===== src/hw/timer_mode_pkg.sv =====
// Constants for the dual timer mode-control block: register indices,
// field positions, mode encodings, reset values and bus responses.
// Assumes a 32-bit AXI4-Lite register bus, one register per aligned word.
package timer_mode_pkg;

   // ==========================================================
   // Register indices (byte address is four times the index)
   localparam logic [9:0] RUN_CTRL_IDX  = 10'h088;
   localparam logic [9:0] MODE_CFG_IDX  = 10'h089;
   localparam logic [9:0] COUNT0_IDX    = 10'h08a;
   localparam logic [9:0] COUNT1_IDX    = 10'h08b;

   // ==========================================================
   // Field positions
   localparam int RUN0_BIT     = 0;
   localparam int RUN1_BIT     = 1;
   localparam int MODE0_LSB    = 0;
   localparam int SRC0_BIT     = 2;
   localparam int FIRST_TIMER_GATE_BIT_BIT    = 3;
   localparam int MODE1_LSB    = 4;
   localparam int PRESCALE_MSB = 4;

   // ==========================================================
   // Mode field encodings
   localparam logic [1:0] MODE_PRESCALED = 2'h0;
   localparam logic [1:0] MODE_WIDE16    = 2'h1;
   localparam logic [1:0] MODE_RELOAD8   = 2'h2;
   localparam logic [1:0] MODE_STOPPED   = 2'h3;

   // ==========================================================
   // Reset values
   localparam logic [7:0]  MODE_CFG_RST = 8'h00;
   localparam logic [1:0]  RUN_CTRL_RST = 2'h0;
   localparam logic [15:0] COUNT_RST    = 16'h0000;

   // ==========================================================
   // Bus
   localparam logic [1:0] RESP_OKAY   = 2'h0;
   localparam logic [1:0] RESP_SLVERR = 2'h2;

   typedef enum logic [2:0] {
      SEL_NONE,
      SEL_RUN,
      SEL_MODE,
      SEL_CNT0,
      SEL_CNT1
   } reg_sel_t;

endpackage


===== src/hw/dual_timer_mode_control.sv =====
// Two 16-bit timer/counters whose structure, and the first one's source and gating, are set by
// the mode configuration register, reached over AXI4-Lite.
// Assumes pins synchronous to CLK; run bits and counts sit in own registers.
`timescale 1ns/1ps

// Functional notes
// - Second timer mode 00 counts 8 bits in the high byte behind a 5-bit prescaler in the low byte.
// - Second timer mode 01 is a 16-bit counter, mode 10 an 8-bit low byte reloaded from the high byte on overflow.
// - With the first gate bit clear the first timer runs whenever its run bit is set.
// - With the first gate bit set the first timer runs only while its interrupt pin is high and its run bit set.
// - With the first source bit clear the first timer counts once every 2 system clocks while enabled.
// - With the first source bit set the first timer counts each falling edge of its count pin while enabled.
// - First timer mode 00 is 8 bits in the high byte behind a 5-bit low-byte prescaler, 01 is 16 bits.
// - First timer mode 10 counts the low byte and reloads it from the high byte on overflow.
module dual_timer_mode_control #(
   parameter int ADDR_W = 12
) (
   // Clock and reset
   input  wire logic              CLK,
   input  wire logic              RST_N,
   // AXI4-Lite write address and data
   input  wire logic [ADDR_W-1:0] S_AXI_AWADDR,
   input  wire logic              S_AXI_AWVALID,
   output logic                   S_AXI_AWREADY,
   input  wire logic [31:0]       S_AXI_WDATA,
   input  wire logic [3:0]        S_AXI_WSTRB,
   input  wire logic              S_AXI_WVALID,
   output logic                   S_AXI_WREADY,
   // AXI4-Lite write response
   output logic [1:0]             S_AXI_BRESP,
   output logic                   S_AXI_BVALID,
   input  wire logic              S_AXI_BREADY,
   // AXI4-Lite read
   input  wire logic [ADDR_W-1:0] S_AXI_ARADDR,
   input  wire logic              S_AXI_ARVALID,
   output logic                   S_AXI_ARREADY,
   output logic [31:0]            S_AXI_RDATA,
   output logic [1:0]             S_AXI_RRESP,
   output logic                   S_AXI_RVALID,
   input  wire logic              S_AXI_RREADY,
   // Timer pins
   input  wire logic              FIRST_EXTERNAL_IRQ_PIN,
   input  wire logic              FIRST_TIMER_COUNT_PIN,
   // Overflow pulses
   output logic                   FIRST_TIMER_OVF,
   output logic                   SECOND_TIMER_OVF
);

   // ==========================================================
   // Helpers
   function automatic timer_mode_pkg::reg_sel_t decode(
      input logic [ADDR_W-1:0] addr);
      logic [9:0] idx;
      idx = addr[11:2];
      if (addr[1:0] != 2'h0) return timer_mode_pkg::SEL_NONE;
      case (idx)
         timer_mode_pkg::RUN_CTRL_IDX: return timer_mode_pkg::SEL_RUN;
         timer_mode_pkg::MODE_CFG_IDX: return timer_mode_pkg::SEL_MODE;
         timer_mode_pkg::COUNT0_IDX:   return timer_mode_pkg::SEL_CNT0;
         timer_mode_pkg::COUNT1_IDX:   return timer_mode_pkg::SEL_CNT1;
         default:                      return timer_mode_pkg::SEL_NONE;
      endcase
   endfunction

   // One count step: returns {overflow, new count} as {ovf, high, low}
   function automatic logic [16:0] step(input logic [1:0]  mode,
                                        input logic [15:0] cnt);
      logic [4:0] pre;
      pre = cnt[timer_mode_pkg::PRESCALE_MSB:0];
      case (mode)
         timer_mode_pkg::MODE_PRESCALED:
            if (pre == 5'h1f)
               return {cnt[15:8] == 8'hff, cnt[15:8] + 8'h01, cnt[7:5],
                       5'h00};
            else
               return {1'b0, cnt[15:5], pre + 5'h01};
         timer_mode_pkg::MODE_WIDE16:
            return {cnt == 16'hffff, cnt + 16'h0001};
         timer_mode_pkg::MODE_RELOAD8:
            if (cnt[7:0] == 8'hff)
               return {1'b1, cnt[15:8], cnt[15:8]};
            else
               return {1'b0, cnt[15:8], cnt[7:0] + 8'h01};
         default:
            return {1'b0, cnt};
      endcase
   endfunction

   // ==========================================================
   // Registers
   logic [1:0]  run_q;
   logic [7:0]  mode_cfg_q;
   logic [15:0] t0_q;
   logic [15:0] t1_q;
   logic        div0_q;
   logic        div1_q;
   logic        pin_prev_q;
   logic [ADDR_W-1:0] awaddr_q;
   logic [31:0] wdata_q;
   logic [3:0]  wstrb_q;
   logic        aw_held_q;
   logic        w_held_q;

   logic [1:0] mode0;
   logic [1:0] mode1;
   logic       first_timer_gate_bit;
   logic       src0;
   logic       en0;
   logic       tick0;
   logic       tick1;
   logic       do_wr;
   logic       wr_run;
   logic       wr_mode;
   logic       wr0;
   logic       wr1;
   logic [16:0] nxt0;
   logic [16:0] nxt1;
   timer_mode_pkg::reg_sel_t wsel;
   timer_mode_pkg::reg_sel_t rsel;

   assign mode0 = mode_cfg_q[timer_mode_pkg::MODE0_LSB +: 2];
   assign mode1 = mode_cfg_q[timer_mode_pkg::MODE1_LSB +: 2];
   assign first_timer_gate_bit = mode_cfg_q[timer_mode_pkg::FIRST_TIMER_GATE_BIT_BIT];
   assign src0  = mode_cfg_q[timer_mode_pkg::SRC0_BIT];

   // Pin is already synchronous, so one stage is enough for the edge
   assign en0 = run_q[timer_mode_pkg::RUN0_BIT] &&
                (!first_timer_gate_bit || FIRST_EXTERNAL_IRQ_PIN);
   assign tick0 = en0 && (src0 ? (pin_prev_q && !FIRST_TIMER_COUNT_PIN)
                               : div0_q);
   // Second timer's gate and source bits live elsewhere: clock/2, run only
   assign tick1 = run_q[timer_mode_pkg::RUN1_BIT] && div1_q;

   assign nxt0 = step(mode0, t0_q);
   assign nxt1 = step(mode1, t1_q);

   assign wsel    = decode(awaddr_q);
   assign rsel    = decode(S_AXI_ARADDR);
   assign do_wr   = aw_held_q && w_held_q && !S_AXI_BVALID;
   assign wr_run  = do_wr && wsel == timer_mode_pkg::SEL_RUN;
   assign wr_mode = do_wr && wsel == timer_mode_pkg::SEL_MODE;
   assign wr0     = do_wr && wsel == timer_mode_pkg::SEL_CNT0;
   assign wr1     = do_wr && wsel == timer_mode_pkg::SEL_CNT1;

   // ==========================================================
   // Divide-by-two and pin edge history
   always_ff @(posedge CLK or negedge RST_N)
   begin
      if (!RST_N)
      begin
         div0_q     <= 1'b0;
         div1_q     <= 1'b0;
         pin_prev_q <= 1'b0;
      end
      else
      begin
         div0_q     <= en0 && !src0 ? !div0_q : 1'b0;
         div1_q     <= run_q[timer_mode_pkg::RUN1_BIT] ? !div1_q : 1'b0;
         pin_prev_q <= FIRST_TIMER_COUNT_PIN;
      end
   end

   // ==========================================================
   // Counters: a software write wins over a count in the same cycle
   always_ff @(posedge CLK or negedge RST_N)
   begin
      if (!RST_N)
      begin
         t0_q            <= timer_mode_pkg::COUNT_RST;
         t1_q            <= timer_mode_pkg::COUNT_RST;
         FIRST_TIMER_OVF  <= 1'b0;
         SECOND_TIMER_OVF <= 1'b0;
      end
      else
      begin
         FIRST_TIMER_OVF  <= !wr0 && tick0 && nxt0[16];
         SECOND_TIMER_OVF <= !wr1 && tick1 && nxt1[16];
         if (wr0)
         begin
            if (wstrb_q[0]) t0_q[7:0]  <= wdata_q[7:0];
            if (wstrb_q[1]) t0_q[15:8] <= wdata_q[15:8];
         end
         else if (tick0)
            t0_q <= nxt0[15:0];
         if (wr1)
         begin
            if (wstrb_q[0]) t1_q[7:0]  <= wdata_q[7:0];
            if (wstrb_q[1]) t1_q[15:8] <= wdata_q[15:8];
         end
         else if (tick1)
            t1_q <= nxt1[15:0];
      end
   end

   // ==========================================================
   // Configuration registers
   always_ff @(posedge CLK or negedge RST_N)
   begin
      if (!RST_N)
      begin
         run_q      <= timer_mode_pkg::RUN_CTRL_RST;
         mode_cfg_q <= timer_mode_pkg::MODE_CFG_RST;
      end
      else
      begin
         if (wr_run && wstrb_q[0]) run_q <= wdata_q[1:0];
         if (wr_mode && wstrb_q[0]) mode_cfg_q <= wdata_q[7:0];
      end
   end

   // ==========================================================
   // AXI4-Lite write channels: address and data taken in either order
   always_ff @(posedge CLK or negedge RST_N)
   begin
      if (!RST_N)
      begin
         aw_held_q     <= 1'b0;
         w_held_q      <= 1'b0;
         awaddr_q      <= '0;
         wdata_q       <= 32'h0000_0000;
         wstrb_q       <= 4'h0;
         S_AXI_AWREADY <= 1'b1;
         S_AXI_WREADY  <= 1'b1;
         S_AXI_BVALID  <= 1'b0;
         S_AXI_BRESP   <= timer_mode_pkg::RESP_OKAY;
      end
      else
      begin
         if (S_AXI_AWVALID && S_AXI_AWREADY)
         begin
            aw_held_q     <= 1'b1;
            awaddr_q      <= S_AXI_AWADDR;
            S_AXI_AWREADY <= 1'b0;
         end
         if (S_AXI_WVALID && S_AXI_WREADY)
         begin
            w_held_q     <= 1'b1;
            wdata_q      <= S_AXI_WDATA;
            wstrb_q      <= S_AXI_WSTRB;
            S_AXI_WREADY <= 1'b0;
         end
         if (do_wr)
         begin
            aw_held_q    <= 1'b0;
            w_held_q     <= 1'b0;
            S_AXI_BVALID <= 1'b1;
            S_AXI_BRESP  <= wsel == timer_mode_pkg::SEL_NONE ?
                            timer_mode_pkg::RESP_SLVERR :
                            timer_mode_pkg::RESP_OKAY;
         end
         if (S_AXI_BVALID && S_AXI_BREADY)
         begin
            S_AXI_BVALID  <= 1'b0;
            S_AXI_AWREADY <= 1'b1;
            S_AXI_WREADY  <= 1'b1;
         end
      end
   end

   // ==========================================================
   // AXI4-Lite read channel
   always_ff @(posedge CLK or negedge RST_N)
   begin
      if (!RST_N)
      begin
         S_AXI_ARREADY <= 1'b1;
         S_AXI_RVALID  <= 1'b0;
         S_AXI_RDATA   <= 32'h0000_0000;
         S_AXI_RRESP   <= timer_mode_pkg::RESP_OKAY;
      end
      else if (S_AXI_ARVALID && S_AXI_ARREADY)
      begin
         S_AXI_ARREADY <= 1'b0;
         S_AXI_RVALID  <= 1'b1;
         S_AXI_RRESP   <= timer_mode_pkg::RESP_OKAY;
         case (rsel)
            timer_mode_pkg::SEL_RUN:  S_AXI_RDATA <= {30'h0, run_q};
            timer_mode_pkg::SEL_MODE: S_AXI_RDATA <= {24'h0, mode_cfg_q};
            timer_mode_pkg::SEL_CNT0: S_AXI_RDATA <= {16'h0, t0_q};
            timer_mode_pkg::SEL_CNT1: S_AXI_RDATA <= {16'h0, t1_q};
            default:
            begin
               S_AXI_RDATA <= 32'h0000_0000;
               S_AXI_RRESP <= timer_mode_pkg::RESP_SLVERR;
            end
         endcase
      end
      else if (S_AXI_RVALID && S_AXI_RREADY)
      begin
         S_AXI_RVALID  <= 1'b0;
         S_AXI_ARREADY <= 1'b1;
      end
   end

   // ==========================================================
   // Checks
   prescale_second_a: assert property (@(posedge CLK) disable iff (!RST_N)
      (mode1 == 2'h0 && tick1 && !wr1 && t1_q[4:0] != 5'h1f)
      |=> t1_q[4:0] == 5'($past(t1_q)) + 5'h01 &&
          t1_q[15:8] == $past(t1_q[15:8]))
      else $error("second timer prescaler step wrong");

   reload_second_a: assert property (@(posedge CLK) disable iff (!RST_N)
      (mode1 == 2'h2 && tick1 && !wr1 && t1_q[7:0] == 8'hff)
      |=> t1_q[7:0] == $past(t1_q[15:8]) &&
          SECOND_TIMER_OVF)
      else $error("second timer reload wrong");

   stop_second_a: assert property (@(posedge CLK) disable iff (!RST_N)
      (mode1 == 2'h3 && !wr1)
      |=> $stable(t1_q) && !SECOND_TIMER_OVF)
      else $error("stopped second timer moved");

   ungated_rate_a: assert property (@(posedge CLK) disable iff (!RST_N)
      (!first_timer_gate_bit && run_q[0] && !src0 && mode0 == 2'h1 && !wr0)[*3]
      |-> t0_q == $past(t0_q, 2) + 16'h0001)
      else $error("ungated first timer rate wrong");

   gate_hold_a: assert property (@(posedge CLK) disable iff (!RST_N)
      (first_timer_gate_bit && !FIRST_EXTERNAL_IRQ_PIN && !wr0) |=> $stable(t0_q))
      else $error("gated first timer counted");

   half_rate_a: assert property (@(posedge CLK) disable iff (!RST_N)
      (en0 && !src0 && mode0 == 2'h1 && !wr0)[*2]
      |-> tick0 != $past(tick0) &&
          (t0_q != $past(t0_q)) == $past(tick0))
      else $error("first timer missed half-rate step");

   pin_edge_a: assert property (@(posedge CLK) disable iff (!RST_N)
      (src0 && en0 && pin_prev_q && !FIRST_TIMER_COUNT_PIN &&
       mode0 == 2'h1 && !wr0) |=> t0_q == $past(t0_q) + 16'h0001)
      else $error("first timer missed pin edge");

   prescale_first_a: assert property (@(posedge CLK) disable iff (!RST_N)
      (mode0 == 2'h0 && tick0 && !wr0 && t0_q[4:0] == 5'h1f)
      |=> t0_q[4:0] == 5'h00 &&
          t0_q[15:8] == $past(t0_q[15:8]) + 8'h01)
      else $error("first timer prescaler carry wrong");

   reload_first_a: assert property (@(posedge CLK) disable iff (!RST_N)
      (mode0 == 2'h2 && tick0 && !wr0 && t0_q[7:0] == 8'hff)
      |=> t0_q[7:0] == t0_q[15:8] && FIRST_TIMER_OVF)
      else $error("first timer reload wrong");

endmodule


===== config.mk =====
export PLATFORM = sky130hd
export DESIGN_NAME = dual_timer_mode_control
export DESIGN_NICKNAME = d
export VERILOG_FILES = /design/src/hw/timer_mode_pkg.sv /design/src/hw/dual_timer_mode_control.sv
export SDC_FILE = /design/constraint.sdc
export NUM_CORES = 1
export LEC_CHECK = 0
export BUFFER_PORTS_ARGS = -buffer_cell sky130_fd_sc_hd__buf_2
export CAP_MARGIN = 20
export CORE_UTILIZATION = 56
export CTS_CLUSTER_DIAMETER = 120
export CTS_CLUSTER_SIZE = 12
export DETAILED_ROUTE_END_ITERATION = 16
export PLACE_DENSITY = 0.83
export REMOVE_ABC_BUFFERS = 1
export SYNTH_ARGS = -nofsm -noshare
export SYNTH_HDL_FRONTEND = slang
export SYNTH_SLANG_ARGS = --single-unit

===== constraint.sdc =====
create_clock -name CLK -period 2.7 [get_ports CLK]
set_clock_uncertainty 0.2 [all_clocks]
set_input_delay 0.405 -clock CLK [delete_from_list [all_inputs] [get_ports CLK]]
set_output_delay 0.405 -clock CLK [all_outputs]
set_load 0.02 [all_outputs]

==> results.cfg <==
[sta]
worst_pin_slew_ps = 776
final-setup-viol-count = 0
max_freq_mhz = 385
rsz0062_at_grt = false
slew_headroom_pct = 48.1
period_share_pct = 96.3
hold_violations = 0
setup_tns_ps = 0
layout_min_cycle_time_ps = 2600
drv_slew = 0

[global_route]
grt_first_pass_wirelength_um = 25600
grt_antenna_before_repair = 0
grt_pass1_vias = 5128
grt_max_degree = 74
overflow = 0
grt_usage_pct = 29.8

[routing]
drcViolationCount = 0
viasPerCell = 6.17
wirelength_um = 15600
drtIter0Drc = 393
first_pass_iters = 6
detail-route-antenna-nets = 0
num_vias = 5173
post_drt_wl_per_cell_um = 18.6

[clock_network]
cts-buffers-inserted = 9
root_buffer = clkbuf_8
cts_buffer_depth = 2
cts_tree = done
cts.reportedPaths.clkPinSlew_ps = 110
cts.sinks = 102
cts_setup_buffers = 0
clk_latency_ps = 380
htree_levels = 3

[floorplanning]
start_util_pct = 57.9
die_h_um = 105
die-area_um2 = 11100
core.rowCount = 37
ioPinCount = 112
die_w_um = 105
core_um2 = 10300

[critical_path]
start_kind = input pin
required_ps = 2810
critical_path_arrival_ps = 2710
critPathKind = input pin to flop
path_max_fanout = 8
worstSetupEndpointType = flop

[outcome]
status = completed

[min_path]
hold_class = input pin to flop

[synth]
async_flop_share_pct = 100
syn-cell-area_um2 = 5980
syn_inst = 609
synth_edf_count = 0
yosysWarningCount = 0
synth_flop_cell = dfrtp_1
ys_seq_elements = 102
synth_cell_types = 65
synth-seq-area-share_pct = 42.8
syn_avg_cell_area_um2 = 9.82

[final_layout]
multiInputGateArea_um2 = 3190
area_growth_pct = 13.5
n_fill_cell = 864
fin_cells = 838
antenna_cells = 0
nets = 780
seq_area_um2 = 2560
drive_gt1_share_pct = 24.6

[placed_design]
hpwlAfterDp_um = 11600
routabilityCongestion = 0.969
portBuffers = 75
dp.cells = 817

[run]
maxCapViolCount = 0

[power_and_ir_drop]
vdd.ir_drop.worst_mv = 0.558
p_leak_nw = 3.06
power_density_nw_per_um2 = 573
p_total_mw = 3.89
final timing paths:
check | slack [ps] | cells after the start | end | from
min | 50 | 2 | wdata_q[6] | S_AXI_WDATA[6]
min in group asynchronous | 290 | 2 | S_AXI_RDATA[11] | RST_N
max in group asynchronous | 1250 | 3 | S_AXI_WREADY | RST_N
min reg2reg | 250 | 1 | div0_q | div0_q
max | 100 | 8 | t0_q[12] | FIRST_TIMER_COUNT_PIN
max reg2reg | 250 | 9 | t1_q[14] | t1_q[1]
flip-flops by register name, indices dropped and copies added, names as in the netlist, 2 cells and up:
| name | cells |
|---|---|
| t1_q | 16 |
| S_AXI_RDATA | 16 |
| t0_q | 16 |
| mode_cfg_q | 8 |
| awaddr_q | 12 |
| run_q | 2 |
| wstrb_q | 2 |
| wdata_q | 16 |
power by group:
| part | total, mW | switching (mW) | leakage [nW] | internal (mW) |
|---|---|---|---|---|
| logic | 0.696 | 0.333 | 1.65 | 0.363 |
| registers | 2.16 | 0.343 | 1.30 | 1.82 |
| clock network | 1.03 | 0.565 | 0.109 | 0.469 |
| total | 3.89 | 1.24 | 3.06 | 2.65 |
through the flow:
stage               setup WS (ps)  util [%]  hold WS (ps)  instance area [um^2]
CTS                           206      65.7          36.6                  6790
global placement              366      63.2           153                  6520
detailed placement            306      63.2           158                  6520
finish                        101      65.7          50.0                  6790
global route                 13.9      65.7          16.5                  6790
floorplan                     360         -         -90.6                  5830
layout by cell type (no fill, tap or decap), types with 4 or more instances in the layout:
| master | Yosys | final |
|---|---|---|
| dfrtp_1 | 99 | 98 |
| o31ai_1 | 11 | 11 |
| clkbuf_8 | 0 | 10 |
| nor2b_1 | 4 | 4 |
| nand2_1 | 64 | 64 |
| nor3_1 | 6 | 6 |
| nor4_1 | 5 | 5 |
| a2111oi_0 | 4 | 4 |
| ha_1 | 14 | 14 |
| nor2_1 | 34 | 34 |
| dlygate4sd3_1 | 0 | 5 |
| o21ai_0 | 51 | 51 |
| buf_2 | 4 | 74 |
| a311o_1 | 5 | 5 |
| a21oi_1 | 31 | 31 |
| a2bb2oi_1 | 8 | 8 |
| mux2i_1 | 15 | 15 |
| nand3_1 | 16 | 16 |
| a21o_1 | 4 | 4 |
| and4_1 | 8 | 8 |
| buf_4 | 18 | 18 |
| a31oi_1 | 16 | 16 |
| a22oi_1 | 13 | 13 |
| mux2_2 | 46 | 46 |
| inv_1 | 21 | 21 |
| nand4_1 | 9 | 9 |
| a41oi_1 | 5 | 5 |
| xor2_1 | 4 | 4 |
| nand2b_1 | 5 | 5 |
| and3_1 | 13 | 13 |
| a211o_1 | 5 | 5 |
| conb_1 | 1 | 18 |
layer usage:
layer	global-route usage, %	share of wire [%]	vias up
li1	-	-	2426
met1	39.5	42	2462
met2	47.9	48	251
met3	6.56	7.9	34
met4	11.5	2.8	0
met5	0	0	-
timing repair:
| action | 4_1_cts | 5_1_grt |
|---|---|---|
| hold endpoints to repair | 32 | 0 |
| endpoints found under the setup margin | 0 | 1 |
| gates resized for setup | 0 | 1 |
| hold buffers | 5 | 0 |
synth_stat cells (all sizes together), types with 3 or more instances:
cell     instances  share of area [%]
o22ai            3               0.31
and2             4               0.42
xor2             4               0.59
nand4           10                1.2
a21boi           3               0.38
dfstp            3                1.3
buf             23                2.7
nand2b           5               0.52
mux2            46                8.7
and3            13                1.4
nor3             6               0.50
a21o             4               0.50
ha              14                2.9
clkbuf          15               0.94
o21a             3               0.38
a311o            5               0.84
o21ai           51                4.3
nand2           65                4.1
a22oi           13                1.6
nand3b           3               0.38
a41oi            5               0.73
a21oi           31                2.6
inv             21                1.3
mux2i           17                3.1
and4             8                1.2
a211o            5               0.73
dfrtp           99                 41
a2bb2oi          8                1.2
nor2            34                2.1
o31ai           11                1.4
nor4             5               0.52
a2111oi          4               0.59
a31oi           16                1.7
nor4b            5                1.4
nor2b            4               0.42
nand3           16                1.3
worst max-delay path, cell delays in order:
cell and delay (ps):
dlygate4sd3_1 550, buf_2 130, nand3b_1 200, a211oi_1 540, nand4_1 250, buf_4 220
nand2_1 220, a2bb2oi_1 190
final cells by class:
type,instances,share of cell area [%]
Multi-Input combinational cell,465,47.0
Timing Repair Buffer,98,8.48
Sequential cell,102,37.7
Clock inverter,6,1.12
Tap cell,136,2.51
Inverter,21,1.16
Clock buffer,10,2.03
logic make-up (layout without fill, tap and decap cells):
| group | Yosys count | after routing | share of synthesized area (%) |
|---|---|---|---|
| other cells | 1 | 18 | 0.0627 |
| flops | 102 | 102 | 42.8 |
| compound gates | 179 | 179 | 19.6 |
| buf+inv | 59 | 135 | 4.92 |
| fa+ha+maj | 14 | 14 | 2.93 |
| simple gates | 185 | 185 | 16.6 |
| xor+xnor | 4 | 4 | 0.586 |
| mux | 65 | 65 | 12.5 |
(Power assumes the default switching activity.)
